--- src/clock_monitor_defs.svh ---
`ifndef CLOCK_MONITOR_DEFS_SVH
`define CLOCK_MONITOR_DEFS_SVH

// ==========================================================================
// Register addresses (14-bit register space)
`define ADDR_OPTION      14'h0081
`define ADDR_WDT_CTRL    14'h0105
`define ADDR_OSC_CTRL    14'h008F
`define ADDR_OSC_FAIL    14'h010D
`define ADDR_CONFIG_ONE  14'h2007
`define ADDR_CONFIG_TWO  14'h2008

// ==========================================================================
// Reset values
`define RST_OPTION       8'hFF
`define RST_WDT_CTRL     8'h08
`define RST_OSC_CTRL     8'h00
`define RST_OSC_FAIL     8'h00
`define RST_CONFIG_ONE   8'hFF
`define RST_CONFIG_TWO   8'h03

// ==========================================================================
// Field positions
`define WDT_EN_BIT       0
`define WDT_PS_LSB       1
`define WDT_PS_MSB       4
`define CFG1_FOSC2_BIT   4
`define CFG1_CONFIG_WATCHDOG_ENABLE_BIT   2
`define CFG1_FOSC1_BIT   1
`define CFG1_FOSC0_BIT   0
`define CFG2_FAILSAFE_MONITOR_ENABLE_BIT   0
`define CFG2_TWO_SPEED_STARTUP_ENABLE_BIT    1
`define OSC_SCS_LSB      0
`define OSC_SCS_MSB      1
`define OSC_INTERNAL_OSC_STABLE_BIT     2
`define OSC_STARTUP_COMPLETE_STATUS_BIT     3
`define OSC_INTERNAL_FREQ_SELECT_LSB     4
`define OSC_INTERNAL_FREQ_SELECT_MSB     6
`define FAIL_FLAG_BIT    0
`define FAIL_IE_BIT      1

// ==========================================================================
// Codes and counts
`define FOSC_LP          3'h0
`define FOSC_XT          3'h1
`define FOSC_HS          3'h2
`define SCS_PRIMARY      2'h0
`define SCS_SECONDARY    2'h1
`define SCS_FAILOVER     2'h2
`define WDT_PS_UNITY     4'hC
`define OST_EDGES        1024
`define HOLD_EDGES       8
`define SAMPLE_DIV       64

`endif

--- src/clock_monitor_pkg.sv ---
package clock_monitor_pkg;

   // Start-up / run sequence
   typedef enum logic [2:0] {
      ST_BOOT,
      ST_OST,
      ST_EDGE,
      ST_HOLD,
      ST_RUN,
      ST_SLEEP
   } seq_state_t;

   // System clock source steering
   typedef enum logic [2:0] {
      SRC_HOLD,
      SRC_PRIMARY,
      SRC_SECONDARY,
      SRC_INTERNAL_LOWFREQ_RC,
      SRC_INTERNAL_OSCILLATOR_BLOCK
   } sysclk_src_t;

   // Register port request
   typedef struct packed {
      logic [13:0] addr;
      logic [7:0]  wdata;
      logic        wr;
      logic        rd;
   } reg_req_t;

endpackage

--- src/clock_startup_failsafe_monitor.sv ---
`include "clock_monitor_defs.svh"
// Overview of operation
// - Period code doubles 1:32..1:65536, 1100 is 1:1
// - Config enable forces watchdog; else software bit
// - Upper three watchdog control bits read zero
// - Two-speed runs internal RC until crystal stable
// - Start after power-up, wake, reset; reset clears select
// - Two-speed only for the three crystal modes
// - Nonzero frequency field selects oscillator block; stable flag
// - Clock select writable during start-up count
// - Sleep aborts start-up; complete flag stays clear
// - Count 1024 crystal edges, wait RC fall, flag
// - Hold clock low eight crystal falls, then switch
// - Monitor active only when fail-safe enable set
// - Failure flags interrupt, falls back to internal oscillator
// - Reset, sleep or new select ends fail-safe
// - Fail-safe clock follows internal frequency field
// - Sample clock is internal RC divided by 64
// - Latch cleared sample rise, set clock fall, checked
// - Reset in fail-safe with crystal reruns count
// - Reset in fail-safe otherwise returns to primary
// - Fail-safe enable forces two-speed start-up on
// - Keep monitoring after exit; interrupt only if enabled
// - Failure forces select to 10, clears watchdog
// - No primary failure detection while crystal start-up runs; secondary still watched
module clock_startup_failsafe_monitor #(
   parameter int OST_EDGES  = `OST_EDGES,
   parameter int HOLD_EDGES = `HOLD_EDGES
) (
   // Clock and reset
   input  wire logic                       clock_i,
   input  wire logic                       rst_i,
   // Oscillator sense inputs, asynchronous
   input  wire logic                       internal_lowfreq_rc_clk_i,
   input  wire logic                       primary_clk_i,
   input  wire logic                       secondary_clk_i,
   input  wire logic                       internal_oscillator_block_ready_i,
   // Core events, same clock
   input  wire logic                       powerup_done_i,
   input  wire logic                       sleep_i,
   input  wire logic                       wake_i,
   // Register port
   input  wire clock_monitor_pkg::reg_req_t req_i,
   output logic [7:0]                      rd_data_o,
   // Clock steering and watchdog
   output clock_monitor_pkg::sysclk_src_t  sysclk_src_o,
   output logic                            watchdog_run_o,
   output logic                            watchdog_tick_o,
   output logic                            watchdog_clear_o,
   output logic                            osc_fail_irq_o
);

   // ======================================================================
   // Storage
   logic [7:0]                       option_reg;         // Timer option, plain storage
   logic [4:0]                       watchdog_ctrl;      // Period select and enable
   logic [7:0]                       config_one;         // Oscillator mode, watchdog
   logic [1:0]                       config_two;         // Fail-safe and two-speed
   logic [1:0]                       system_clock_select;
   logic [2:0]                       internal_freq_select;
   logic                             startup_complete_status;
   logic                             osc_fail_flag;
   logic                             osc_fail_interrupt_enable;
   logic                             failsafe_active;
   logic                             monitoring_latch;
   logic [5:0]                       sample_cnt;         // Sample clock divider
   logic [$clog2(OST_EDGES)-1:0]     ost_cnt;            // Start-up timer
   logic [$clog2(HOLD_EDGES)-1:0]    hold_cnt;           // Low-hold edge count
   logic [15:0]                      prescale_cnt;       // Watchdog prescaler
   clock_monitor_pkg::seq_state_t    state;

   // ======================================================================
   // Input synchronisers: one per oscillator sense line
   wire  [3:0] async_in = {internal_oscillator_block_ready_i, secondary_clk_i, primary_clk_i, internal_lowfreq_rc_clk_i};
   wire  [3:0] lvl;
   wire  [3:0] rise;
   wire  [3:0] fall;

   for (genvar i = 0; i < 4; i++) begin : g_sync
      logic s1;   // Metastable stage, read only by s2
      logic s2;   // Stable level
      logic s3;   // Previous level for edge detection
      // Two flops before any logic, third for edges
      always_ff @(posedge clock_i or posedge rst_i) begin
         if (rst_i) begin
            s1 <= 1'b0;
            s2 <= 1'b0;
            s3 <= 1'b0;
         end else begin
            s1 <= async_in[i];
            s2 <= s1;
            s3 <= s2;
         end
      end
      assign lvl[i]  = s2;
      assign rise[i] = s2 & ~s3;
      assign fall[i] = ~s2 & s3;
   end

   wire internal_lowfreq_rc_rise   = rise[0];
   wire internal_lowfreq_rc_fall   = fall[0];
   wire primary_fall = fall[1];
   wire second_fall  = fall[2];
   wire internal_oscillator_block_ok    = lvl[3];

   // ======================================================================
   // Decodes
   wire [2:0] fosc       = {config_one[`CFG1_FOSC2_BIT], config_one[`CFG1_FOSC1_BIT],
                            config_one[`CFG1_FOSC0_BIT]};
   wire       crystal    = (fosc == `FOSC_LP) || (fosc == `FOSC_XT) || (fosc == `FOSC_HS);
   wire       fcm_en     = config_two[`CFG2_FAILSAFE_MONITOR_ENABLE_BIT];
   // Fail-safe forces two-speed on; non-crystal modes never need it
   wire       two_speed  = crystal && (config_two[`CFG2_TWO_SPEED_STARTUP_ENABLE_BIT] || fcm_en);
   wire       wr_osc     = req_i.wr && (req_i.addr == `ADDR_OSC_CTRL);
   wire [1:0] wr_scs     = req_i.wdata[`OSC_SCS_MSB:`OSC_SCS_LSB];
   wire       in_startup = (state == clock_monitor_pkg::ST_OST) ||
                           (state == clock_monitor_pkg::ST_EDGE);
   wire [3:0] ps_code    = watchdog_ctrl[`WDT_PS_MSB:`WDT_PS_LSB];
   wire       internal_osc_stable       = internal_oscillator_block_ok && (internal_freq_select != 3'h0);

   // ======================================================================
   // Failure detection
   localparam logic [5:0] SAMPLE_HALF = 6'(`SAMPLE_DIV / 2 - 1);
   localparam logic [5:0] SAMPLE_LAST = 6'(`SAMPLE_DIV - 1);
   wire sample_rise = internal_lowfreq_rc_rise && (sample_cnt == SAMPLE_HALF);
   wire sample_fall = internal_lowfreq_rc_rise && (sample_cnt == SAMPLE_LAST);
   // Falling edge of whichever external clock is in use
   wire mon_fall    = (system_clock_select == `SCS_PRIMARY)   ? primary_fall :
                      (system_clock_select == `SCS_SECONDARY) ? second_fall  : 1'b0;
   // Crystal only watched once stable; avoids false trips during start-up
   wire mon_armed   = fcm_en && !failsafe_active &&
                      (((system_clock_select == `SCS_PRIMARY) &&
                        (state == clock_monitor_pkg::ST_RUN)) ||
                       ((system_clock_select == `SCS_SECONDARY) &&
                        (state != clock_monitor_pkg::ST_SLEEP)));
   wire failure     = mon_armed && sample_fall &&
                      !(monitoring_latch || mon_fall);

   // Sample clock divider on internal RC rising edges
   always_ff @(posedge clock_i or posedge rst_i) begin
      if (rst_i) begin
         sample_cnt <= 6'h00;
      end else if (internal_lowfreq_rc_rise) begin
         sample_cnt <= sample_cnt + 6'h01;
      end
   end

   // Monitoring latch: clock edge wins over sample clear
   always_ff @(posedge clock_i or posedge rst_i) begin
      if (rst_i) begin
         monitoring_latch <= 1'b0;
      end else if (mon_fall) begin
         monitoring_latch <= 1'b1;
      end else if (sample_rise) begin
         monitoring_latch <= 1'b0;
      end
   end

   // ======================================================================
   // Start-up sequence
   always_ff @(posedge clock_i or posedge rst_i) begin
      if (rst_i) begin
         state    <= clock_monitor_pkg::ST_BOOT;
         ost_cnt  <= '0;
         hold_cnt <= '0;
      end else if (sleep_i && state != clock_monitor_pkg::ST_BOOT) begin
         state    <= clock_monitor_pkg::ST_SLEEP;
         ost_cnt  <= '0;
      end else begin
         case (state)
            // Power-up timer gates the first start
            clock_monitor_pkg::ST_BOOT: begin
               if (powerup_done_i) begin
                  // Crystal reruns the count, others go straight to primary
                  state <= crystal ? clock_monitor_pkg::ST_OST
                                   : clock_monitor_pkg::ST_RUN;
               end
            end
            clock_monitor_pkg::ST_SLEEP: begin
               if (wake_i) begin
                  state <= crystal ? clock_monitor_pkg::ST_OST
                                   : clock_monitor_pkg::ST_RUN;
               end
            end
            // Count crystal falling edges
            clock_monitor_pkg::ST_OST: begin
               if (primary_fall) begin
                  if (ost_cnt == ($clog2(OST_EDGES))'(OST_EDGES - 1)) begin
                     state   <= clock_monitor_pkg::ST_EDGE;
                     ost_cnt <= '0;
                  end else begin
                     ost_cnt <= ost_cnt + ($clog2(OST_EDGES))'(1);
                  end
               end
            end
            // Align to an internal RC falling edge
            clock_monitor_pkg::ST_EDGE: begin
               if (internal_lowfreq_rc_fall) begin
                  state    <= clock_monitor_pkg::ST_HOLD;
                  hold_cnt <= '0;
               end
            end
            // Clock held low across the crossover
            clock_monitor_pkg::ST_HOLD: begin
               if (primary_fall) begin
                  if (hold_cnt == ($clog2(HOLD_EDGES))'(HOLD_EDGES - 1)) begin
                     state <= clock_monitor_pkg::ST_RUN;
                  end else begin
                     hold_cnt <= hold_cnt + ($clog2(HOLD_EDGES))'(1);
                  end
               end
            end
            clock_monitor_pkg::ST_RUN: begin
               state <= clock_monitor_pkg::ST_RUN;
            end
            default: begin
               state <= clock_monitor_pkg::ST_BOOT;
            end
         endcase
      end
   end

   // Start-up complete flag: only the edge alignment sets it
   always_ff @(posedge clock_i or posedge rst_i) begin
      if (rst_i) begin
         startup_complete_status <= 1'b0;
      end else if (state == clock_monitor_pkg::ST_EDGE && internal_lowfreq_rc_fall && !sleep_i) begin
         startup_complete_status <= 1'b1;
      end else if (sleep_i || state == clock_monitor_pkg::ST_OST) begin
         startup_complete_status <= 1'b0;
      end
   end

   // ======================================================================
   // Clock select, fail-safe condition and fail flag
   always_ff @(posedge clock_i or posedge rst_i) begin
      if (rst_i) begin
         system_clock_select <= `SCS_PRIMARY;
      end else if (failure) begin
         system_clock_select <= `SCS_FAILOVER;
      end else if (wr_osc) begin
         // Accepted in any state, even mid start-up
         system_clock_select <= wr_scs;
      end
   end

   always_ff @(posedge clock_i or posedge rst_i) begin
      if (rst_i) begin
         failsafe_active <= 1'b0;
      end else if (failure) begin
         failsafe_active <= 1'b1;
      end else if (sleep_i || (wr_osc && wr_scs != system_clock_select)) begin
         failsafe_active <= 1'b0;
      end
   end

   // Flag is sticky regardless of enable; detection beats a clear
   always_ff @(posedge clock_i or posedge rst_i) begin
      if (rst_i) begin
         osc_fail_flag <= 1'b0;
      end else if (failure) begin
         osc_fail_flag <= 1'b1;
      end else if (req_i.wr && req_i.addr == `ADDR_OSC_FAIL &&
                   req_i.wdata[`FAIL_FLAG_BIT]) begin
         osc_fail_flag <= 1'b0;
      end
   end

   // ======================================================================
   // Software-written registers
   always_ff @(posedge clock_i or posedge rst_i) begin
      if (rst_i) begin
         option_reg                <= `RST_OPTION;
         watchdog_ctrl             <= 5'(`RST_WDT_CTRL);
         config_one                <= `RST_CONFIG_ONE;
         config_two                <= 2'(`RST_CONFIG_TWO);
         internal_freq_select      <= 3'h0;
         osc_fail_interrupt_enable <= 1'b0;
      end else if (req_i.wr) begin
         case (req_i.addr)
            `ADDR_OPTION:     option_reg    <= req_i.wdata;
            `ADDR_WDT_CTRL:   watchdog_ctrl <= req_i.wdata[4:0];
            `ADDR_CONFIG_ONE: config_one    <= req_i.wdata;
            `ADDR_CONFIG_TWO: config_two    <= req_i.wdata[1:0];
            `ADDR_OSC_CTRL:   internal_freq_select <=
                                 req_i.wdata[`OSC_INTERNAL_FREQ_SELECT_MSB:`OSC_INTERNAL_FREQ_SELECT_LSB];
            `ADDR_OSC_FAIL:   osc_fail_interrupt_enable <= req_i.wdata[`FAIL_IE_BIT];
            default: begin
               // Unmapped writes are dropped
            end
         endcase
      end
   end

   // Read data stands for one cycle only; unmapped reads give zero
   always_ff @(posedge clock_i or posedge rst_i) begin
      if (rst_i) begin
         rd_data_o <= 8'h00;
      end else if (req_i.rd) begin
         case (req_i.addr)
            `ADDR_OPTION:     rd_data_o <= option_reg;
            `ADDR_WDT_CTRL:   rd_data_o <= {3'h0, watchdog_ctrl};
            `ADDR_CONFIG_ONE: rd_data_o <= config_one;
            `ADDR_CONFIG_TWO: rd_data_o <= {6'h00, config_two};
            `ADDR_OSC_CTRL:   rd_data_o <= {1'b0, internal_freq_select,
                                            startup_complete_status, internal_osc_stable,
                                            system_clock_select};
            `ADDR_OSC_FAIL:   rd_data_o <= {6'h00, osc_fail_interrupt_enable,
                                            osc_fail_flag};
            default:          rd_data_o <= 8'h00;
         endcase
      end else begin
         rd_data_o <= 8'h00;
      end
   end

   // ======================================================================
   // System clock steering
   always_ff @(posedge clock_i or posedge rst_i) begin
      if (rst_i) begin
         sysclk_src_o <= clock_monitor_pkg::SRC_HOLD;
      end else if (failsafe_active || system_clock_select[1]) begin
         // Internal fallback, frequency from the select field
         sysclk_src_o <= (internal_freq_select != 3'h0) ? clock_monitor_pkg::SRC_INTERNAL_OSCILLATOR_BLOCK
                                                        : clock_monitor_pkg::SRC_INTERNAL_LOWFREQ_RC;
      end else if (system_clock_select == `SCS_SECONDARY) begin
         sysclk_src_o <= (internal_freq_select != 3'h0) ? clock_monitor_pkg::SRC_INTERNAL_OSCILLATOR_BLOCK
                                                        : clock_monitor_pkg::SRC_SECONDARY;
      end else begin
         case (state)
            clock_monitor_pkg::ST_RUN:  sysclk_src_o <= clock_monitor_pkg::SRC_PRIMARY;
            clock_monitor_pkg::ST_OST,
            clock_monitor_pkg::ST_EDGE: sysclk_src_o <= two_speed ? clock_monitor_pkg::SRC_INTERNAL_LOWFREQ_RC
                                                                 : clock_monitor_pkg::SRC_HOLD;
            default:                    sysclk_src_o <= clock_monitor_pkg::SRC_HOLD;
         endcase
      end
   end

   // ======================================================================
   // Watchdog enable and prescaler
   // 17 bits so that the widest division does not wrap
   wire [16:0] ps_limit = (ps_code >= `WDT_PS_UNITY) ? 17'h00000 :
                          (17'h00020 << ps_code) - 17'h00001;
   wire        wdt_en   = config_one[`CFG1_CONFIG_WATCHDOG_ENABLE_BIT] | watchdog_ctrl[`WDT_EN_BIT];

   // Held clear while the start-up timer borrows the count
   always_ff @(posedge clock_i or posedge rst_i) begin
      if (rst_i) begin
         prescale_cnt    <= 16'h0000;
         watchdog_tick_o <= 1'b0;
      end else if (!wdt_en || in_startup || failure) begin
         prescale_cnt    <= 16'h0000;
         watchdog_tick_o <= 1'b0;
      end else if (internal_lowfreq_rc_rise) begin
         watchdog_tick_o <= (prescale_cnt == ps_limit[15:0]);
         prescale_cnt    <= (prescale_cnt == ps_limit[15:0]) ? 16'h0000
                                                             : prescale_cnt + 16'h0001;
      end else begin
         watchdog_tick_o <= 1'b0;
      end
   end

   // Registered status outputs
   always_ff @(posedge clock_i or posedge rst_i) begin
      if (rst_i) begin
         watchdog_run_o   <= 1'b0;
         watchdog_clear_o <= 1'b0;
         osc_fail_irq_o   <= 1'b0;
      end else begin
         watchdog_run_o   <= wdt_en;
         watchdog_clear_o <= failure && wdt_en;
         osc_fail_irq_o   <= osc_fail_flag && osc_fail_interrupt_enable;
      end
   end

endmodule

--- config.mk ---
export PLATFORM = sky130hd
export DESIGN_NAME = clock_startup_failsafe_monitor
export DESIGN_NICKNAME = d
export VERILOG_FILES = /design/src/clock_monitor_pkg.sv /design/src/clock_startup_failsafe_monitor.sv
export VERILOG_INCLUDE_DIRS = /design/src /design/src/src
export SDC_FILE = /design/constraint.sdc
export NUM_CORES = 1
export LEC_CHECK = 0
export BUFFER_PORTS_ARGS = -buffer_cell sky130_fd_sc_hd__buf_2
export CAP_MARGIN = 10
export CORE_ASPECT_RATIO = 1.4
export CORE_MARGIN = 4
export CORE_UTILIZATION = 40
export DETAILED_ROUTE_END_ITERATION = 10
export PLACE_DENSITY = 0.59
export SLEW_MARGIN = 20
export SYNTH_ARGS = -nofsm -noshare
export SYNTH_HDL_FRONTEND = slang
export SYNTH_SLANG_ARGS = --single-unit
--- constraint.sdc ---
create_clock -name clock_i -period 4.66 [get_ports clock_i]
set_input_delay 0.466 -clock clock_i [delete_from_list [all_inputs] [get_ports clock_i]]
set_output_delay 0.466 -clock clock_i [all_outputs]
set_load 0.01 [all_outputs]
# == Word level (Yosys, flattened, before mapping) ==
# Index checks and enable logic that the tools add are counted.
# word_totals
register_bits,97
output_inout_bits,15
wordCells,183
inputBits,33
# op_classes
reduce_logical,58
muxes,44
bitwise_logic,10
n_shift,1
addsub,5
order_cmp,1
n_eq_ne,31
# ops
cell,count
16-bit 2-to-1 mux,4
3-bit 2-to-1 mux,16
8-bit one-hot mux with 6 select lines,1
10-bit 2-to-1 mux,4
14-bit equality test (second input constant),2
14-bit by 8-bit equality test with 1-bit output (second input constant),2
14-bit by 9-bit equality test with 1-bit output (second input constant),2
3-bit inequality test (second input constant),7
1-bit logical AND,19
3-bit one-hot mux with 6 select lines,1
2-bit nonzero test,9
16-bit by 1-bit adder with 16-bit output (second input constant),1
16-bit equality test,1
6-bit by 4-bit << shifter with 16-bit output (first input constant),1
16-bit by 1-bit subtractor with 16-bit output (second input constant),1
2-bit AND reduction,7
1-bit 2-to-1 mux,12
1-bit logical OR,11
10-bit by 1-bit adder with 10-bit output (second input constant),1
10-bit equality test (second input constant),1
3-bit by 2-bit equality test with 1-bit output (second input constant),3
3-bit equality test (second input constant),3
8-bit 2-to-1 mux,1
7-bit AND reduction,1
other kinds (22),39

# == Depth between registers and ports, before layout ==
# logic_depth
depth_word,9
depth_mapped,14
ltp_nobuf,10

# == Worst setup path before layout ==
# OpenSTA, ideal clock, no wires.
# synth_path
path_type,register to register
from,register watchdog_ctrl[4]
to,register prescale_cnt[4]
t_required_ns,4.534
synth_period_minus_slack_ns,3.128
slack_ns,1.532
arrival_time_ns,3.002
setup_ns,0.126
stages_incl_launch_ff,12
n_path_buf,2
path_cell_list,dfrtp_1 > buf_6 > or4_1 > ha_1 > or4b_1 > a21oi_1 > o21ai_1 > a32o_1 > nor4_2 > nor2b_1 > buf_6 > a221o_1
# synth_between
elab_chain_len,7
word_cells_on_any_way,8
cone_classes,1 x add/sub; 1 x order compare; 1 x eq/ne; 1 x shift; 4 x mux
# synth_rtl
element,line_no,rtl
from (decl),clock_startup_failsafe_monitor.sv:56,logic [4:0] watchdog_ctrl;
from (signal assigned),clock_startup_failsafe_monitor.sv:274,watchdog_ctrl <= 5'(`RST_WDT_CTRL);
from (signal assigned),clock_startup_failsafe_monitor.sv:282,`ADDR_WDT_CTRL: watchdog_ctrl <= req_i.wdata[4:0];
6-bit by 4-bit << shifter with 16-bit output,clock_startup_failsafe_monitor.sv:344,(17'h00020 << ps_code) - 17'h00001;
16-bit by 1-bit subtractor with 16-bit output,clock_startup_failsafe_monitor.sv:344,
16-bit 2-to-1 mux *,clock_startup_failsafe_monitor.sv:343,wire [16:0] ps_limit = (ps_code >= `WDT_PS_UNITY) ? 17'h00000 :
16-bit equality test *,clock_startup_failsafe_monitor.sv:357,prescale_cnt <= (prescale_cnt == ps_limit[15:0]) ? 16'h0000
16-bit 2-to-1 mux *,clock_startup_failsafe_monitor.sv:357,
16-bit 2-to-1 mux *,clock_startup_failsafe_monitor.sv:355,end else if (internal_lowfreq_rc_rise) begin
16-bit 2-to-1 mux *,clock_startup_failsafe_monitor.sv:352,end else if (!wdt_en || in_startup || failure) begin
to (signal assigned),clock_startup_failsafe_monitor.sv:357,
to (decl),clock_startup_failsafe_monitor.sv:69,logic [15:0] prescale_cnt;
# Every way passes the cells marked *; elsewhere a longest branch is shown, timed or not. The select of a mux whose other input is x is not followed.
# A chain may end at the register's enable or synchronous reset.

# == Worst setup path after layout ==
# layout_path
from,register watchdog_ctrl[4]
to,register prescale_cnt[11]
# Same word-level chain as after synthesis.

==> impl_metrics.py <==
metrics = {
    "cts": {
        "ctsHoldBuffers": 0,
        "cts_sinks": 97,
        "clk_pin_slew_ps": 70,
        "cts.htree.levels": 3,
        "clk_latency_ps": 340,
        "cts_root_buf": "clkbuf_16",
        "clockBufferDepth": 2,
        "cts_setup_buffers": 0,
        "numCtsBuffers": 9,
        "cts_resized": 0,
        "cts_tree": "yes",
    },
    "placement": {
        "gp_congestion": 0.8365,
        "port_buffers": 47,
        "post-dp-hpwl_mm": 8.550,
        "dpl_cell_area_um2": 5489,
    },
    "pwr": {
        "power_density_nw_per_um2": 327.8,
        "vdd_drop_max_uv": 204.4,
        "leakage_uw": 0.002569,
        "finalPower_uw": 1899,
    },
    "floorplanning": {
        "core_um2": 12430,
        "rows": 48,
        "die_h_um": 142.0,
        "ios": 48,
        "die_w_um": 103.7,
        "dieArea_um2": 14740,
        "initial_utilization": 0.4129,
    },
    "outcome": {
        "status": "completed",
    },
    "hold_path": {
        "hold_class": "input pin to flip-flop",
    },
    "timing": {
        "period_share": 0.8210,
        "min_period_ps": 3826,
        "setup_viol": 0,
        "slew_violations": 0,
        "worst_clock_skew_ps": 9.261,
        "finalSetupTns_ps": 0,
        "hold_viol": 0,
        "rsz0062_at_grt": "false",
        "fmaxAchievable_mhz": 261.4,
        "tightest_slew_ps": 909.1,
        "slew-limit-headroom": 0.3893,
    },
    "synth": {
        "syn_nets": 556,
        "synthArstFlopShare": 1.000,
        "ys_seq_area_frac": 0.4775,
        "synthCells": 517,
        "synth_cell_type_count": 63,
        "syn_area_um2": 5134,
        "ys_warn_count": 0,
        "synth-edff-count": 0,
        "synth_area_per_cell_um2": 9.930,
        "synth_flop_cell": "dfrtp_1",
        "ys_ff_latch": 97,
    },
    "critical_path": {
        "r2r-start": "watchdog_ctrl[4]",
        "start_kind": "flip-flop",
        "startpoint": "watchdog_ctrl[4]",
        "cp.arrival_ps": 4050,
        "cp-end-kind": "flip-flop",
        "critical_path_class": "flip-flop to flip-flop",
        "r2r_end": "prescale_cnt[11]",
        "crit_end": "prescale_cnt[11]",
        "cp.required_ps": 4880,
        "rrSetupSlack_ps": 830,
        "reg2reg_depth": 11,
        "crit_fanout": 19,
    },
    "global_route": {
        "grt_pass1_vias": 4047,
        "antenna_found_initial": 0,
        "gr-usage-all-layers": 0.1637,
        "grt_pass1_wl_mm": 19.95,
        "grt_max_degree": 64,
        "overflow": 0,
    },
    "drt": {
        "drc": 0,
        "vias": 4065,
        "wl_per_cell_um": 16.36,
        "drtPass1Iterations": 5,
        "viasPerCell": 5.717,
        "wl_mm": 11.63,
        "drtIter0Drc": 200,
        "final_antenna_net_count": 0,
    },
    "final_layout": {
        "nets": 595,
        "ff_latch_area_um2": 2451,
        "antennaDiodeCount": 0,
        "final_cell_mix": "78 x dfrtp_1, 51 x nor2_1, 47 x buf_2",
        "regMostFlops": "prescale_cnt",
        "drive_gt1_frac": 0.2264,
        "utilization": 0.4660,
        "top_regs": "prescale_cnt: 16 flops, ost_cnt: 10 flops",
        "syn_to_final_growth_pct": 12.84,
        "design_area_um2": 5793,
        "multi_input_area_um2": 2526,
        "final_common_cell": "dfrtp_1",
        "largest_reg_flops": 16,
        "nFillCells": 1178,
    },
    "run": {
        "cap_violations": 0,
    },
}
==> cells in the mapped netlist (2+ instances only) <==
cell type / count / area share
dfrtp_1: 78 / 0.38
nor2_1: 51 / 0.037
nand2_1: 43 / 0.031
nand3_1: 35 / 0.034
mux2_2: 32 / 0.070
a21oi_1: 19 / 0.019
dfstp_2: 19 / 0.097
o21ai_0: 19 / 0.019
clkbuf_1: 17 / 0.012
nand2b_1: 15 / 0.018
nor3_1: 14 / 0.014
xnor2_1: 13 / 0.022
inv_1: 11 / 0.0080
nand4_1: 11 / 0.013
a221o_1: 10 / 0.019
and3_1: 10 / 0.012
a22oi_1: 8 / 0.012
xor2_1: 8 / 0.014
ha_1: 6 / 0.015
nand3b_1: 6 / 0.0088
nor4_1: 6 / 0.0073
buf_2: 5 / 0.0049
nor2b_1: 5 / 0.0061
or3_1: 5 / 0.0061
a21o_1: 4 / 0.0058
a222oi_1: 4 / 0.0078
a22o_1: 4 / 0.0068
o22ai_1: 4 / 0.0049
a21boi_0: 3 / 0.0044
and2_1: 3 / 0.0037
and4_1: 3 / 0.0051
mux2i_1: 3 / 0.0058
nor3b_1: 3 / 0.0044
o21a_1: 3 / 0.0044
a211o_1: 2 / 0.0034
buf_6: 2 / 0.0044
nor4b_2: 2 / 0.0058
o211ai_1: 2 / 0.0029
o311ai_0: 2 / 0.0034
o31ai_1: 2 / 0.0029
or3b_1: 2 / 0.0034
or4_1: 2 / 0.0029
==> metrics by stage <==
stage | instances | worst slack (ps) | hold WS (ps)
after floorplan | 517 | 1532 | 331.2
final | 711 | 834.0 | 221.4
after global routing | 711 | 580.2 | 211.5
after global placement | 695 | 975.0 | 333.6
after detailed placement | 695 | 882.8 | 335.6
after CTS | 711 | 855.1 | 211.8
==> how the worst min path moves through the flow <==
stage,from,depth (start not counted),end,slack (ps)
final,internal_lowfreq_rc_clk_i,1,g_sync[0].s1,220
after global routing,internal_oscillator_block_ready_i,1,g_sync[3].s1,210
after CTS,secondary_clk_i,1,g_sync[2].s1,210
after detailed placement,g_sync[3].s1,0,g_sync[3].s2,340
after global placement,g_sync[1].s1,0,g_sync[1].s2,330
after floorplan,g_sync[0].s1,0,g_sync[0].s2,330
==> layer usage <==
layer | track usage | wire, um | up-vias
li1 | - | - | 1980
met1 | 0.2063 | 5048 | 1978
met2 | 0.2917 | 6042 | 89
met3 | 0.02678 | 367 | 18
met4 | 0.04762 | 176 | 0
met5 | 0 | 0 | -
==> where the power goes <==
part	leakage [uW]	switching, uW	internal, uW	total (uW)
logic	0.00120	111	83.7	195
registers	0.00122	66.5	882	949
clock network	0.000150	339	416	755
total	0.00257	517	1380	1900
==> worst max-delay path: stages (launching register included) <==
cell     delay [ps]
dfrtp_1         560
or4_1           620
ha_1            410
or4b_1          540
a21oi_1         190
o21ai_1         100
a32o_1          250
nor4_2          230
buf_4           220
nor2b_1         100
buf_4           180
a221o_1         300
==> kinds of logic after synthesis <==
| logic type | count (synthesis) | synth area share |
|---|---|---|
| and+or+nand+nor | 221 | 0.2242 |
| AOI/OAI and AO/OA | 100 | 0.1394 |
| DFF | 97 | 0.4775 |
| buffers and inverters | 36 | 0.03046 |
| muxes | 35 | 0.07604 |
| xor gates and xnor gates | 21 | 0.03583 |
| adders and majority gates | 7 | 0.01657 |
==> cell type report <==
cell class,instances,share of cell area
clock buffer,11,0.04557
clock inverter,5,0.006911
inverter,11,0.007559
multi-input combinational,384,0.4361
sequential,97,0.4231
tap,150,0.03240
timing repair buffer,53,0.04838
No activity file was read; power rests on OpenSTA's default activity.
